**src/inc/dacio_pkg.sv**
```systemverilog
// Function
// - Analog outputs decoded at offsets four to seven.
// - High-byte write updates the converter output.
// - Codes 0..4095, high nibble above low byte.
// - Eight-bit bus, upper word byte ignored.
// - Offset three write drives held digital outputs.
// - Offset three read returns digital input lines.
// - Digital outputs have no readback path.
// - Inputs captured at read start, held stable.
// - Input line two gates general counter.
// - Two counters cascade into 32-bit pacer.
// - Control bit zero gates pacer by line zero.
// - Pacer clocked on-board or from external clock.
// - Third counter is general-purpose 16-bit counter.
// - Conversion completion raises the interrupt request.
package dacio_pkg;

    // ========================================================
    // Register offsets
    localparam logic [3:0] OFS_ADC_START = 4'h0;
    localparam logic [3:0] OFS_DIGITAL = 4'h3;
    localparam logic [3:0] OFS_AO0_LOW = 4'h4;
    localparam logic [3:0] OFS_AO0_HIGH = 4'h5;
    localparam logic [3:0] OFS_AO1_LOW = 4'h6;
    localparam logic [3:0] OFS_AO1_HIGH = 4'h7;
    localparam logic [3:0] OFS_IRQ_CLEAR = 4'h8;
    localparam logic [3:0] OFS_PACER_CTRL = 4'ha;
    localparam logic [3:0] OFS_GP_LOW = 4'hc;
    localparam logic [3:0] OFS_GP_HIGH = 4'hd;
    localparam logic [3:0] OFS_PACER_BYTE = 4'he;
    localparam logic [3:0] OFS_PACER_LOAD = 4'hf;

    // ========================================================
    // Field positions and widths
    localparam int DAC_W = 12;
    localparam int CNT_W = 16;
    localparam int CTRL_GATE_BIT = 0;
    localparam int CTRL_EXTCLK_BIT = 1;
    localparam int CTRL_PACER_EN_BIT = 2;
    localparam int DIN_GP_GATE_BIT = 2;
    localparam int DIN_PACER_GATE_BIT = 0;

    // ========================================================
    // Reset values
    localparam logic [7:0] CTRL_RST = 8'h00;
    localparam logic [7:0] DOUT_RST = 8'h00;
    localparam logic [11:0] DAC_RST = 12'h000;
    localparam logic [15:0] CNT_RST = 16'hffff;
    localparam logic [31:0] PACER_RST = 32'hffffffff;

    // ========================================================
    // Host bus request, one byte lane significant
    typedef struct packed {
        logic wr;
        logic rd;
        logic [3:0] addr;
        logic [15:0] data;
    } dacio_bus_t;

    typedef struct packed {
        logic upd0;
        logic upd1;
        logic [11:0] code0;
        logic [11:0] code1;
    } dacio_dac_t;

endpackage

```
**src/core/dacio_cnt.sv**
```systemverilog
`timescale 1ns/1ps
module dacio_cnt (
    input wire logic clk,
    input wire logic rst,
    input wire logic load,
    input wire logic [15:0] load_val,
    input wire logic [15:0] reload,
    input wire logic en,
    output logic [15:0] count,
    output logic wrap
);

    logic [15:0] count_q;
    logic [15:0] count_d;

    // ========================================================
    // Down counter that reloads on the enabled tick after it reaches zero.
    always_comb begin
        count_d = count_q;
        if (load) begin
            count_d = load_val;
        end else if (en) begin
            if (count_q == 16'h0000) begin
                count_d = reload;
            end else begin
                count_d = count_q - 16'h0001;
            end
        end
    end

    always_ff @(posedge clk or posedge rst) begin
        if (rst) begin
            count_q <= dacio_pkg::CNT_RST;
        end else begin
            count_q <= count_d;
        end
    end

    assign count = count_q;
    assign wrap = en && !load && (count_q == 16'h0000);

endmodule

```
**src/core/dacio_top.sv**
```systemverilog
`timescale 1ns/1ps
module dacio_top (
    input wire logic clk,
    input wire logic rst,
    input wire dacio_pkg::dacio_bus_t bus_i,
    input wire logic [7:0] din,
    input wire logic ext_clk,
    input wire logic conv_done,
    output logic [7:0] rdata_q,
    output logic [7:0] dout_q,
    output dacio_pkg::dacio_dac_t dac_q,
    output logic gp_out_q,
    output logic conv_start_q,
    output logic irq_q
);

    // ========================================================
    // Address decode
    logic wr_dig;
    logic wr_lo0;
    logic wr_hi0;
    logic wr_lo1;
    logic wr_hi1;
    logic wr_ctrl;
    logic wr_gp_lo;
    logic wr_gp_hi;
    logic wr_pbyte;
    logic wr_pload;
    logic wr_start;
    logic wr_irqclr;
    logic [7:0] wbyte;

    // Only the low data byte is used on any write.
    assign wbyte = bus_i.data[7:0];

    always_comb begin
        wr_dig = bus_i.wr && bus_i.addr == dacio_pkg::OFS_DIGITAL;
        wr_lo0 = bus_i.wr && bus_i.addr == dacio_pkg::OFS_AO0_LOW;
        wr_hi0 = bus_i.wr && bus_i.addr == dacio_pkg::OFS_AO0_HIGH;
        wr_lo1 = bus_i.wr && bus_i.addr == dacio_pkg::OFS_AO1_LOW;
        wr_hi1 = bus_i.wr && bus_i.addr == dacio_pkg::OFS_AO1_HIGH;
        wr_ctrl = bus_i.wr && bus_i.addr == dacio_pkg::OFS_PACER_CTRL;
        wr_gp_lo = bus_i.wr && bus_i.addr == dacio_pkg::OFS_GP_LOW;
        wr_gp_hi = bus_i.wr && bus_i.addr == dacio_pkg::OFS_GP_HIGH;
        wr_pbyte = bus_i.wr && bus_i.addr == dacio_pkg::OFS_PACER_BYTE;
        wr_pload = bus_i.wr && bus_i.addr == dacio_pkg::OFS_PACER_LOAD;
        wr_start = bus_i.wr && bus_i.addr == dacio_pkg::OFS_ADC_START;
        wr_irqclr = bus_i.wr && bus_i.addr == dacio_pkg::OFS_IRQ_CLEAR;
    end

    // ========================================================
    // Analog output channels
    logic [7:0] lo0_q;
    logic [7:0] lo0_d;
    logic [7:0] lo1_q;
    logic [7:0] lo1_d;
    dacio_pkg::dacio_dac_t dac_d;

    always_comb begin
        lo0_d = lo0_q;
        lo1_d = lo1_q;
        dac_d = dac_q;
        dac_d.upd0 = 1'b0;
        dac_d.upd1 = 1'b0;
        if (wr_lo0) begin
            lo0_d = wbyte;
        end
        if (wr_lo1) begin
            lo1_d = wbyte;
        end
        if (wr_hi0) begin
            dac_d.code0 = {wbyte[3:0], lo0_q};
            dac_d.upd0 = 1'b1;
        end
        if (wr_hi1) begin
            dac_d.code1 = {wbyte[3:0], lo1_q};
            dac_d.upd1 = 1'b1;
        end
    end

    always_ff @(posedge clk or posedge rst) begin
        if (rst) begin
            lo0_q <= 8'h00;
            lo1_q <= 8'h00;
            dac_q <= '{1'b0, 1'b0, dacio_pkg::DAC_RST, dacio_pkg::DAC_RST};
        end else begin
            lo0_q <= lo0_d;
            lo1_q <= lo1_d;
            dac_q <= dac_d;
        end
    end

    // ========================================================
    // Digital port and read data
    logic [7:0] dout_d;
    logic [7:0] rdata_d;
    logic [7:0] ctrl_q;
    logic [7:0] ctrl_d;
    logic [15:0] gp_count;

    always_comb begin
        dout_d = dout_q;
        ctrl_d = ctrl_q;
        if (wr_dig) begin
            dout_d = wbyte;
        end
        if (wr_ctrl) begin
            ctrl_d = wbyte;
        end
    end

    // Read data is captured once at the read strobe and then held, so the
    // host never sees input transitions during its cycle.
    always_comb begin
        rdata_d = rdata_q;
        if (bus_i.rd) begin
            case (bus_i.addr)
                dacio_pkg::OFS_DIGITAL: rdata_d = din;
                dacio_pkg::OFS_PACER_CTRL: rdata_d = ctrl_q;
                dacio_pkg::OFS_GP_LOW: rdata_d = gp_count[7:0];
                dacio_pkg::OFS_GP_HIGH: rdata_d = gp_count[15:8];
                default: rdata_d = 8'h00;
            endcase
        end
    end

    always_ff @(posedge clk or posedge rst) begin
        if (rst) begin
            dout_q <= dacio_pkg::DOUT_RST;
            ctrl_q <= dacio_pkg::CTRL_RST;
            rdata_q <= 8'h00;
        end else begin
            dout_q <= dout_d;
            ctrl_q <= ctrl_d;
            rdata_q <= rdata_d;
        end
    end

    // ========================================================
    // Counter clock source and gates
    logic ext_q;
    logic ext_prev_q;
    logic tick;
    logic gp_en;
    logic pacer_en;

    always_ff @(posedge clk or posedge rst) begin
        if (rst) begin
            ext_q <= 1'b0;
            ext_prev_q <= 1'b0;
        end else begin
            ext_q <= ext_clk;
            ext_prev_q <= ext_q;
        end
    end

    // The system clock is the on-board 10 MHz source.
    always_comb begin
        if (ctrl_q[dacio_pkg::CTRL_EXTCLK_BIT]) begin
            tick = ext_q && !ext_prev_q;
        end else begin
            tick = 1'b1;
        end
        gp_en = tick && din[dacio_pkg::DIN_GP_GATE_BIT];
        pacer_en = tick && (!ctrl_q[dacio_pkg::CTRL_GATE_BIT] ||
            din[dacio_pkg::DIN_PACER_GATE_BIT]);
    end

    // ========================================================
    // General-purpose counter
    logic [7:0] gp_lo_q;
    logic [7:0] gp_lo_d;
    logic [15:0] gp_reload_q;
    logic [15:0] gp_reload_d;
    logic gp_wrap;

    always_comb begin
        gp_lo_d = gp_lo_q;
        gp_reload_d = gp_reload_q;
        if (wr_gp_lo) begin
            gp_lo_d = wbyte;
        end
        if (wr_gp_hi) begin
            gp_reload_d = {wbyte, gp_lo_q};
        end
    end

    always_ff @(posedge clk or posedge rst) begin
        if (rst) begin
            gp_lo_q <= 8'h00;
            gp_reload_q <= dacio_pkg::CNT_RST;
            gp_out_q <= 1'b0;
        end else begin
            gp_lo_q <= gp_lo_d;
            gp_reload_q <= gp_reload_d;
            gp_out_q <= gp_wrap;
        end
    end

    dacio_cnt u_gp (
        .clk(clk),
        .rst(rst),
        .load(wr_gp_hi),
        .load_val({wbyte, gp_lo_q}),
        .reload(gp_reload_q),
        .en(gp_en),
        .count(gp_count),
        .wrap(gp_wrap)
    );

    // ========================================================
    // Cascaded 32-bit pacer
    logic [31:0] pacer_reload_q;
    logic [31:0] pacer_reload_d;
    logic [15:0] p_lo_count;
    logic [15:0] p_hi_count;
    logic p_lo_wrap;
    logic p_hi_wrap;

    // Reload bytes shift in least significant first.
    always_comb begin
        pacer_reload_d = pacer_reload_q;
        if (wr_pbyte) begin
            pacer_reload_d = {wbyte, pacer_reload_q[31:8]};
        end
    end

    dacio_cnt u_pacer_lo (
        .clk(clk),
        .rst(rst),
        .load(wr_pload),
        .load_val(pacer_reload_q[15:0]),
        .reload(pacer_reload_q[15:0]),
        .en(pacer_en),
        .count(p_lo_count),
        .wrap(p_lo_wrap)
    );

    dacio_cnt u_pacer_hi (
        .clk(clk),
        .rst(rst),
        .load(wr_pload),
        .load_val(pacer_reload_q[31:16]),
        .reload(pacer_reload_q[31:16]),
        .en(p_lo_wrap),
        .count(p_hi_count),
        .wrap(p_hi_wrap)
    );

    // ========================================================
    // Conversion start and completion request
    logic conv_start_d;
    logic irq_d;

    always_comb begin
        conv_start_d = wr_start ||
            (p_hi_wrap && ctrl_q[dacio_pkg::CTRL_PACER_EN_BIT]);
        irq_d = irq_q;
        if (wr_irqclr) begin
            irq_d = 1'b0;
        end
        // A completion in the clearing cycle is kept.
        if (conv_done) begin
            irq_d = 1'b1;
        end
    end

    always_ff @(posedge clk or posedge rst) begin
        if (rst) begin
            pacer_reload_q <= dacio_pkg::PACER_RST;
            conv_start_q <= 1'b0;
            irq_q <= 1'b0;
        end else begin
            pacer_reload_q <= pacer_reload_d;
            conv_start_q <= conv_start_d;
            irq_q <= irq_d;
        end
    end
endmodule

```
**config.mk**
```make
export PLATFORM = sky130hd
export DESIGN_NAME = dacio_top
export DESIGN_NICKNAME = d
export VERILOG_FILES = /design/src/inc/dacio_pkg.sv /design/src/core/dacio_cnt.sv /design/src/core/dacio_top.sv
export SDC_FILE = /design/constraint.sdc
export NUM_CORES = 1
export LEC_CHECK = 0
export BUFFER_PORTS_ARGS = -buffer_cell sky130_fd_sc_hd__buf_2
export CORE_UTILIZATION = 54
export DETAILED_ROUTE_END_ITERATION = 16
export PLACE_DENSITY = 0.85
export SYNTH_ARGS = -nofsm -noshare
export SYNTH_HDL_FRONTEND = slang
export SYNTH_SLANG_ARGS = --single-unit
```
**constraint.sdc**
```tcl
create_clock -name clk -period 4.6 [get_ports clk]
set_input_delay 0.23 -clock clk [delete_from_list [all_inputs] [get_ports clk]]
set_output_delay 0.23 -clock clk [all_outputs]
set_load 0.02 [all_outputs]
```
==> results of run 1 <==
==> cell families (layout without fill, tap and decap cells) <==
| kind of cell | after synthesis | after routing | synth area share [%] |
|---|---|---|---|
| AOI/OAI and AO/OA | 146 | 146 | 12.5 |
| xor gates and xnor gates | 7 | 7 | 0.714 |
| adders and majority gates | 6 | 6 | 0.874 |
| buffers and inverters | 64 | 134 | 3.29 |
| DFF | 175 | 175 | 52.4 |
| muxes | 111 | 111 | 14.4 |
| and+or+nand+nor | 258 | 258 | 15.9 |
==> routing by layer <==
metal  GRT usage, %  up-vias  wire [µm]
li1               -     2934          -
met1           35.3     3251       8820
met2           42.4      256       9810
met3           6.22       44       1340
met4           11.1        0        485
met5              0        -          0
==> area by class of cell <==
cell class / count / area (µm²)
Fill cell: 1137 / 5600
Sequential cell: 175 / 4500
Multi-Input combinational cell: 528 / 3810
Clock buffer: 21 / 460
Timing Repair Buffer: 81 / 453
Tap cell: 211 / 264
Clock inverter: 11 / 204
Inverter: 21 / 82.6
==> synthesized netlist by cell type, drive strengths merged (5+ instances only) <==
| master | number |
|---|---|
| nor2 | 45 |
| o211ai | 5 |
| nor3 | 29 |
| nand2 | 93 |
| dfstp | 96 |
| nand3 | 19 |
| nand4 | 7 |
| nor3b | 6 |
| a22o | 8 |
| o2bb2ai | 13 |
| dfrtp | 79 |
| o21ai | 34 |
| nor4 | 18 |
| nor2b | 5 |
| mux2i | 12 |
| inv | 21 |
| nand3b | 5 |
| ha | 6 |
| a21oi | 17 |
| buf | 16 |
| o22ai | 11 |
| a211o | 8 |
| a222oi | 7 |
| nand2b | 6 |
| mux2 | 99 |
| clkbuf | 27 |
==> path summary, 6_finish.rpt <==
path / endpoint / slack [ns] / cells after the start
max: u_pacer_lo.count[10]$_DFFE_PP1P_ / 1.81 / 8
min: rdata_q[4]$_DFFE_PP0P_ / 0.11 / 3
max reg2reg: u_pacer_lo.count[10]$_DFFE_PP1P_ / 1.81 / 8
min reg2reg: ext_prev_q$_DFF_PP0_ / 0.38 / 0
max in group asynchronous: rdata_q[0]$_DFFE_PP0P_ / 3.38 / 4
min in group asynchronous: irq_q$_DFFE_PP0P_ / 0.28 / 3
==> per-stage QoR <==
| stage | hold WS, ns | util, % | cells | setup slack, ns |
|---|---|---|---|---|
| after floorplan | 0.261 | - | 767 | 2.21 |
| after global placement | 0.179 | 59.1 | 1013 | 1.95 |
| after detailed placement | 0.181 | 59.1 | 1013 | 1.90 |
| after CTS | 0.0881 | 63.6 | 1048 | 1.80 |
| after global routing | 0.118 | 63.6 | 1048 | 1.58 |
| final | 0.109 | 63.6 | 1048 | 1.81 |
==> layout by cell type (no fill, tap or decap), types with 5 or more instances in the layout <==
master	synthesis	routed
bufinv_16	0	5
a22o_1	8	8
nor3_1	28	28
nor4_1	13	13
buf_4	2	7
dfstp_2	96	96
mux2i_1	12	12
nor2_1	44	43
o21ai_0	30	30
o2bb2ai_1	13	13
clkbuf_16	0	17
nor2b_1	5	5
nand2b_1	6	6
nor3b_1	6	6
nand3_1	18	18
buf_2	10	70
o22ai_1	11	11
dfrtp_1	79	79
nand2_1	92	92
nand4_1	7	7
inv_1	21	20
mux2_2	99	99
a21oi_1	17	17
a211o_1	8	8
ha_1	6	6
nand3b_1	5	5
a222oi_1	7	7
==> where the power goes <==
group	total, µW	internal [µW]	switching [µW]
Sequential	2590	2130	454
Clock	1610	1000	604
Combinational	1360	623	740
Total	5550	3760	1800
==> worst max-delay path, cell delays in order (launching register included) <==
cell,delay [ns]
dfstp_2,0.38
inv_1,0.13
ha_1,0.17
nor4b_1,0.36
nand4_1,0.15
buf_4,0.21
nand2_1,0.72
o21ai_0,0.20
a221o_1,0.39
==> state kept, by name, summed over array words and instances, names as in the netlist <==
register / count
u_gp.count: 16
irq_q: 1
lo0_q: 8
lo1_q: 8
u_pacer_lo.count: 16
u_pacer_hi.count: 16
ctrl_q: 8
gp_out_q: 1
dac_q: 26
conv_start_q: 1
rdata_q: 8
ext_prev_q: 1
gp_reload_q: 16
pacer_reload_q: 32
ext_q: 1
dout_q: 8
gp_lo_q: 8
==> results.json, run 1 <==
{
  "yosysSeqAreaShare_pct": 52.4,
  "drt-initial-drc-count": 664,
  "synth-edff-count": 0,
  "ys_ff_latch": 175,
  "synth_cell_types": 76,
  "area_growth_syn_to_layout_pct": 13.8,
  "fin_area_um2": 9770,
  "yosysTopAreaCellShare_pct": 29.4,
  "fin_crit_sh_pct": 60.7,
  "clk_pin_slew_ns": 0.06,
  "syn_inst": 767,
  "synth_area_leaders": "dfstp_2 (29%), dfrtp_1 (23%), mux2_2 (13%)",
  "cp_data_required_time_ns": 4.96,
  "maxCapViolations": 0,
  "initial_core_util_pct": 55.9,
  "cts_tree": "yes",
  "routedWlPerCell_um": 19.5,
  "synth_nets": 807,
  "worstSkewPairLatency_ns": 0.43,
  "cts-htree-levels": 4,
  "die_w_um": 128,
  "io_pins": 79,
  "worst_pin_slew_ns": 1.19,
  "synth_area_leader_cell": "dfstp_2",
  "hp-class": "in2reg",
  "cp_max_fo": 29,
  "routed_wl_mm": 20.4,
  "slew_headroom_pct": 20.4,
  "dieArea_um2": 16400,
  "rows": 45,
  "synth_ff_type": "dfstp_2",
  "firstDrtPassIters": 7,
  "viasPerCell": 6.19,
  "clock_skew_ns": 0.00719,
  "antenna_left": 0,
  "clk_path_buf_depth": 2,
  "grt_max_degree": 112,
  "synth.avg_cell_area_um2": 11.2,
  "setup_viol": 0,
  "dr_total_vias": 6485,
  "root_buffer": "clkbuf_16",
  "grt_pass1_vias": 6500,
  "max_freq_mhz": 358,
  "drc_errors": 0,
  "grt_first_pass_wirelength_mm": 33.7,
  "cp.arrival_ns": 3.15,
  "vdd_drop_max_v": 0.000353,
  "drv_slew": 0,
  "grt_use_total_pct": 26.7,
  "nets": 864,
  "crit_start": "u_pacer_lo.count[1]$_DFFE_PP1P_",
  "start_kind": "register",
  "min-delay-start": "din[4]",
  "globalplace.congestion": 0.858,
  "antenna_found_initial": 0,
  "core_um2": 15400,
  "synth-async-reset-ratio_pct": 100,
  "cp-end-kind": "register",
  "period_minus_slack_ns": 2.79,
  "cts_post_setup_buffers_inserted": 0,
  "cts_buffers": 17,
  "place_area_um2": 9080,
  "synth_area_um2": 8590,
  "n_antenna_cell": 0,
  "tns_ns": 0,
  "outcome": "complete, no violations",
  "power.total_uw": 5550,
  "die_y_um": 128,
  "grt.overflow.total": 0,
  "cts_hold_buffers": 3,
  "p_leak_uw": 0.00413,
  "path_class": "reg2reg",
  "p_per_area_nw_per_um2": 568,
  "dpl.hpwl_mm": 13.7,
  "synth_warnings": 0,
  "grt_setup_unrepaired": "false",
  "hold_viol": 0,
  "portBuffers": 70,
  "drive_gt1_share_pct": 39.1,
  "ctsResizeCount": 0,
  "r2r_start": "u_pacer_lo.count[1]$_DFFE_PP1P_",
  "cts_sinks": 175
}
(Power assumes the default switching activity.)
==> run 2: changes to the inputs <==
Clock period 4.6 ns to 2.4 ns, I/O delays scaled along.
==> results.json, run 2 (synthesis results as in run 1) <==
{
  "die_y_um": 128,
  "globalplace.congestion": 0.921,
  "nets": 895,
  "hp-class": "in2reg",
  "cpMaxStageDelayCell": "or4b_4",
  "fin_area_um2": 10000,
  "mostFrequentLayoutCells": "mux2_2 (99), dfstp_2 (96), nand2_1 (92)",
  "drc_errors": 0,
  "fin_crit_sh_pct": 93.5,
  "area_growth_syn_to_layout_pct": 16.4,
  "cts-htree-levels": 4,
  "crit_chain": "inv_1, ha_1, or4b_4, nor4b_4, buf_4, nor2_1, mux2_2, o211ai_2",
  "drv_slew": 0,
  "drt-initial-drc-count": 564,
  "drive_gt1_share_pct": 40.8,
  "slew_headroom_pct": 28.4,
  "cts_tree": "yes",
  "clock_skew_ns": 0.0146,
  "max_freq_mhz": 446,
  "outcome": "complete, no violations",
  "path_class": "reg2reg",
  "antenna_left": 0,
  "root_buffer": "clkbuf_16",
  "io_pins": 79,
  "grt_pass1_vias": 6597,
  "p_leak_uw": 0.00427,
  "final_core_util_pct": 65.0,
  "cp_max_fo": 7,
  "hold_viol": 0,
  "largest_register_ffs": 32,
  "core_um2": 15400,
  "routed_wl_mm": 21.2,
  "vdd_drop_max_v": 0.000825,
  "slowest_delay_ns": 0.49,
  "maxCapViolations": 0,
  "grt_use_total_pct": 27.2,
  "place_inst": 1037,
  "crit_start": "u_gp.count[0]$_DFFE_PP1P_",
  "dr_total_vias": 6617,
  "clk_pin_slew_ns": 0.07,
  "place_area_um2": 9270,
  "min-delay-start": "din[7]",
  "clk_path_buf_depth": 2,
  "fin_ws_ns": 0.157,
  "pre_cts_ws_ns": 0.198,
  "start_kind": "register",
  "portBuffers": 70,
  "cp.arrival_ns": 2.61,
  "die_w_um": 128,
  "n_antenna_cell": 0,
  "grt.overflow.total": 0,
  "dpl.hpwl_mm": 14.2,
  "period_minus_slack_ns": 2.24,
  "viasPerCell": 6.13,
  "firstDrtPassIters": 5,
  "cts_post_setup_buffers_inserted": 0,
  "cp-end-kind": "register",
  "r2r_start": "u_gp.count[0]$_DFFE_PP1P_",
  "tns_ns": 0,
  "cp_data_required_time_ns": 2.77,
  "cts_buffers": 17,
  "routedWlPerCell_um": 19.7,
  "antenna_found_initial": 0,
  "regMostFlops": "pacer_reload_q",
  "grt_setup_unrepaired": "false",
  "cts_sinks": 175,
  "worst_pin_slew_ns": 1.07,
  "dieArea_um2": 16400,
  "grt_first_pass_wirelength_mm": 34.3,
  "rows": 45,
  "worstSkewPairLatency_ns": 0.44,
  "p_per_area_nw_per_um2": 1060,
  "grt_max_degree": 71,
  "layout_commonest_cell": "mux2_2",
  "largestRegisters": "pacer_reload_q (32), dac_q (26)",
  "initial_core_util_pct": 55.9,
  "fillers": 1087,
  "stdcell_count": 1079,
  "setup_viol": 0
}
## run 2: cell types whose count changed in the layout (fill, tap and decap cells not counted), moves of 2 or more
cell           delta
buf_4            +23
dlygate4sd3_1     +7
bufinv_16         -3
inv_8             +3
clkbuf_1          -2
clkbuf_8          -2
clkinv_8          +2
## run 2: timing repair
| action | in CTS | in global routing |
|---|---|---|
| endpoints found under the setup margin | 0 | 9 |
| hold buffers | 10 | 0 |
| endpoints found under the hold margin | 21 | 0 |
| gates resized for setup | 0 | 1 |
## run 2: metal layers
layer | vias up | wire length (µm) | global-route usage [%]
met3 | 36 | 1540 | 6.51
met1 | 3299 | 9020 | 36.4
met4 | 0 | 401 | 11.1
li1 | 3000 | - | -
met5 | - | 0 | 0
met2 | 282 | 10300 | 42.8
## run 2: final timing paths
check | to | slack (ns) | cells after the start
min in group asynchronous | ctrl_q[7]$_DFFE_PP0P_ | 0.23 | 3
max in group asynchronous | gp_reload_q[0]$_DFFE_PP1P_ | 1.47 | 4
setup / recovery | u_gp.count[15]$_DFFE_PP1P_ | 0.16 | 8
hold reg to reg | ext_prev_q$_DFF_PP0_ | 0.38 | 0
setup reg to reg | u_gp.count[15]$_DFFE_PP1P_ | 0.16 | 8
hold / removal | rdata_q[7]$_DFFE_PP0P_ | 0.01 | 3
## run 2: critical path, delay by kind of cell, from the launching register on
| family | cells | cell delay, ns |
|---|---|---|
| mux | 1 | 0.26 |
| compound gates | 1 | 0.13 |
| flops | 1 | 0.42 |
| buf+inv | 2 | 0.34 |
| fa+ha+maj | 1 | 0.18 |
| simple gates | 3 | 0.84 |
## run 2: cell type report
| type | instances | area, µm² | area share, % |
|---|---|---|---|
| Sequential cell | 175 | 4500 | 45.0 |
| Multi-Input combinational cell | 528 | 3810 | 38.2 |
| Timing Repair Buffer | 112 | 716 | 7.16 |
| Clock inverter | 15 | 195 | 1.95 |
| Tap cell | 211 | 264 | 2.64 |
| Clock buffer | 17 | 425 | 4.26 |
| Inverter | 21 | 82.6 | 0.826 |
## run 2: where the power goes
group / internal [µW] / switching [µW] / total [µW] / leakage (µW)
Combinational: 1280 / 1460 / 2740 / 0.00197
Clock: 1590 / 1290 / 2880 / 0.000302
Sequential: 4080 / 859 / 4940 / 0.00200
Total: 6950 / 3610 / 10600 / 0.00427
## run 2: through the flow
stage          power (µW)  hold WS, ns
6_report            10600       0.0111
5_1_grt             11000       0.0258
2_1_floorplan        6740        0.151
3_3_place_gp         7480        0.127
3_5_place_dp         7620        0.129
4_1_cts             10500     0.000981
==> run 3: changes to the inputs <==
Settings changed: REMOVE_ABC_BUFFERS set to 1.
==> results.json, run 3 (synthesis results as in run 1) <==
{
  "outcome": "complete, no violations",
  "maxCapViolations": 0,
  "cts_tree": "yes",
  "dieArea_um2": 16400,
  "holdPathEnd": "gp_reload_q[15]$_DFFE_PP1P_",
  "antenna_found_initial": 0,
  "ff2ff_setup_slack_ns": 0.12,
  "grt_max_degree": 57,
  "dr_total_vias": 6668,
  "viasPerCell": 6.17,
  "cts_post_setup_buffers_inserted": 0,
  "clock_skew_ns": 0.0121,
  "drive_gt1_share_pct": 40.9,
  "cts-htree-levels": 4,
  "io_pins": 79,
  "drv_slew": 0,
  "globalplace.congestion": 0.885,
  "grt_use_total_pct": 28.0,
  "p_switching_uw": 3610,
  "switching_share_pct": 34.5,
  "p_int_uw": 6860,
  "layout_commonest_cell": "mux2_2",
  "portBuffers": 70,
  "worstHoldPathCells": 3,
  "n_antenna_cell": 0,
  "routedWlPerCell_um": 19.9,
  "hp-class": "in2reg",
  "nets": 896,
  "pwr-share-seq_pct": 47.1,
  "start_kind": "register",
  "vdd_drop_max_v": 0.000929,
  "worstRegToRegCells": 8,
  "root_buffer": "clkbuf_16",
  "setup_viol": 0,
  "clk_path_buf_depth": 2,
  "r2r_start": "u_gp.count[0]$_DFFE_PP1P_",
  "p_leak_uw": 0.00426,
  "slew_headroom_pct": 38.0,
  "regMostFlops": "pacer_reload_q",
  "grt.overflow.total": 0,
  "grt_pass1_vias": 6635,
  "cts_sinks": 175,
  "drt-initial-drc-count": 619,
  "r2r_end": "u_gp.count[15]$_DFFE_PP1P_",
  "largest_register_ffs": 32,
  "power.total_uw": 10500,
  "cp-end-kind": "register",
  "rows": 45,
  "p_per_area_nw_per_um2": 1050,
  "mostFrequentLayoutCells": "mux2_2 (99), dfstp_2 (96), nand2_1 (92)",
  "grt_setup_unrepaired": "false",
  "max_freq_mhz": 438,
  "largestRegisters": "pacer_reload_q (32), dac_q (26)",
  "cts_buffers": 17,
  "core_um2": 15400,
  "area_growth_syn_to_layout_pct": 16.2,
  "worst_pin_slew_ns": 0.927,
  "min-delay-start": "bus_i[7]",
  "path_class": "reg2reg",
  "dpl.hpwl_mm": 14.3,
  "antenna_left": 0,
  "cp_max_fo": 13,
  "firstDrtPassIters": 7,
  "hold_viol": 0,
  "clock_power_share_pct": 26.5,
  "initial_core_util_pct": 55.9,
  "cp_data_required_time_ns": 2.78,
  "fin_crit_sh_pct": 95.2,
  "worstSkewPairLatency_ns": 0.45,
  "place_inst": 1038,
  "drc_errors": 0,
  "routed_wl_mm": 21.5,
  "grt_first_pass_wirelength_mm": 34.8,
  "die_y_um": 128,
  "die_w_um": 128,
  "period_minus_slack_ns": 2.28,
  "cp.arrival_ns": 2.66,
  "comb_power_share_pct": 26.4,
  "stdcell_count": 1080,
  "clk_pin_slew_ns": 0.07
}
[run 3: stage by stage]
step / setup TNS (ns) / hold slack [ns] / utilization (%) / worst slack [ns] / instance area (µm²)
3_3_place_gp: 0 / 0.219 / 60.4 / 0.218 / 9280
4_1_cts: 0 / 0.00184 / 64.9 / 0.108 / 9970
6_report: 0 / 0.00753 / 64.9 / 0.115 / 9980
3_5_place_dp: 0 / 0.217 / 60.4 / 0.132 / 9280
5_1_grt: 0 / 0.0180 / 64.9 / 0.00675 / 9980
2_1_floorplan: -281.83 / 0.151 / - / -2.31 / 8380
[run 3: area by class of cell]
cell class                 count  area, µm²
tap                          211        264
clock buffer                  18        439
multi-input combinational    528       3810
timing repair buffer         113        727
sequential                   175       4500
inverter                      21       83.8
clock inverter                14        151
fill                        1148       5390
[run 3: timing repair]
action,4_1_cts,5_1_grt
setup endpoints to repair,0,4
hold buffers,10,0
endpoints found under the hold margin,38,0
resized for setup,0,2
[run 3: routing by layer]
layer  up-vias  GRT usage [%]  share of wire, %  wire (µm)
li1       2998              -                 -          -
met1      3308           37.0                42       9020
met2       299           42.6                46       9970
met3        63           8.35               8.4       1800
met4         0           12.7               3.2        686
met5         -              0                 0          0
[run 3: worst max-delay path, cell delays in order, from the launching register on]
cell      delay, ns
dfstp_2        0.42
inv_1          0.14
ha_1           0.19
or4b_4         0.50
nor4b_4        0.32
buf_6          0.20
nor2_1         0.05
mux2_2         0.27
o211ai_2       0.13
[run 3: power by group through the flow]
| stage | Clock [µW] | Sequential, µW | Combinational [µW] |
|---|---|---|---|
| after floorplan | 0 | 4860 | 1800 |
| after global placement | 0 | 4890 | 2580 |
| after detailed placement | 0 | 4920 | 2700 |
| after CTS | 2790 | 4890 | 2740 |
| after global routing | 2920 | 5040 | 3020 |
| final | 2770 | 4930 | 2770 |
[run 3: worst max path at each step]
| stage | start | end | slack (ns) | cells after the start |
|---|---|---|---|---|
| CTS | u_gp.count[0]$_DFFE_PP1P_ | u_gp.count[15]$_DFFE_PP1P_ | 0.11 | 8 |
| global placement | u_gp.count[0]$_DFFE_PP1P_ | u_gp.count[15]$_DFFE_PP1P_ | 0.22 | 8 |
| global route | u_gp.count[0]$_DFFE_PP1P_ | u_gp.count[15]$_DFFE_PP1P_ | 0.007 | 8 |
| floorplan | rst | conv_start_q$_DFF_PP0_ | -2.31 | 1 |
| detailed placement | u_gp.count[0]$_DFFE_PP1P_ | u_gp.count[15]$_DFFE_PP1P_ | 0.13 | 8 |
| finish | u_gp.count[0]$_DFFE_PP1P_ | u_gp.count[15]$_DFFE_PP1P_ | 0.12 | 8 |
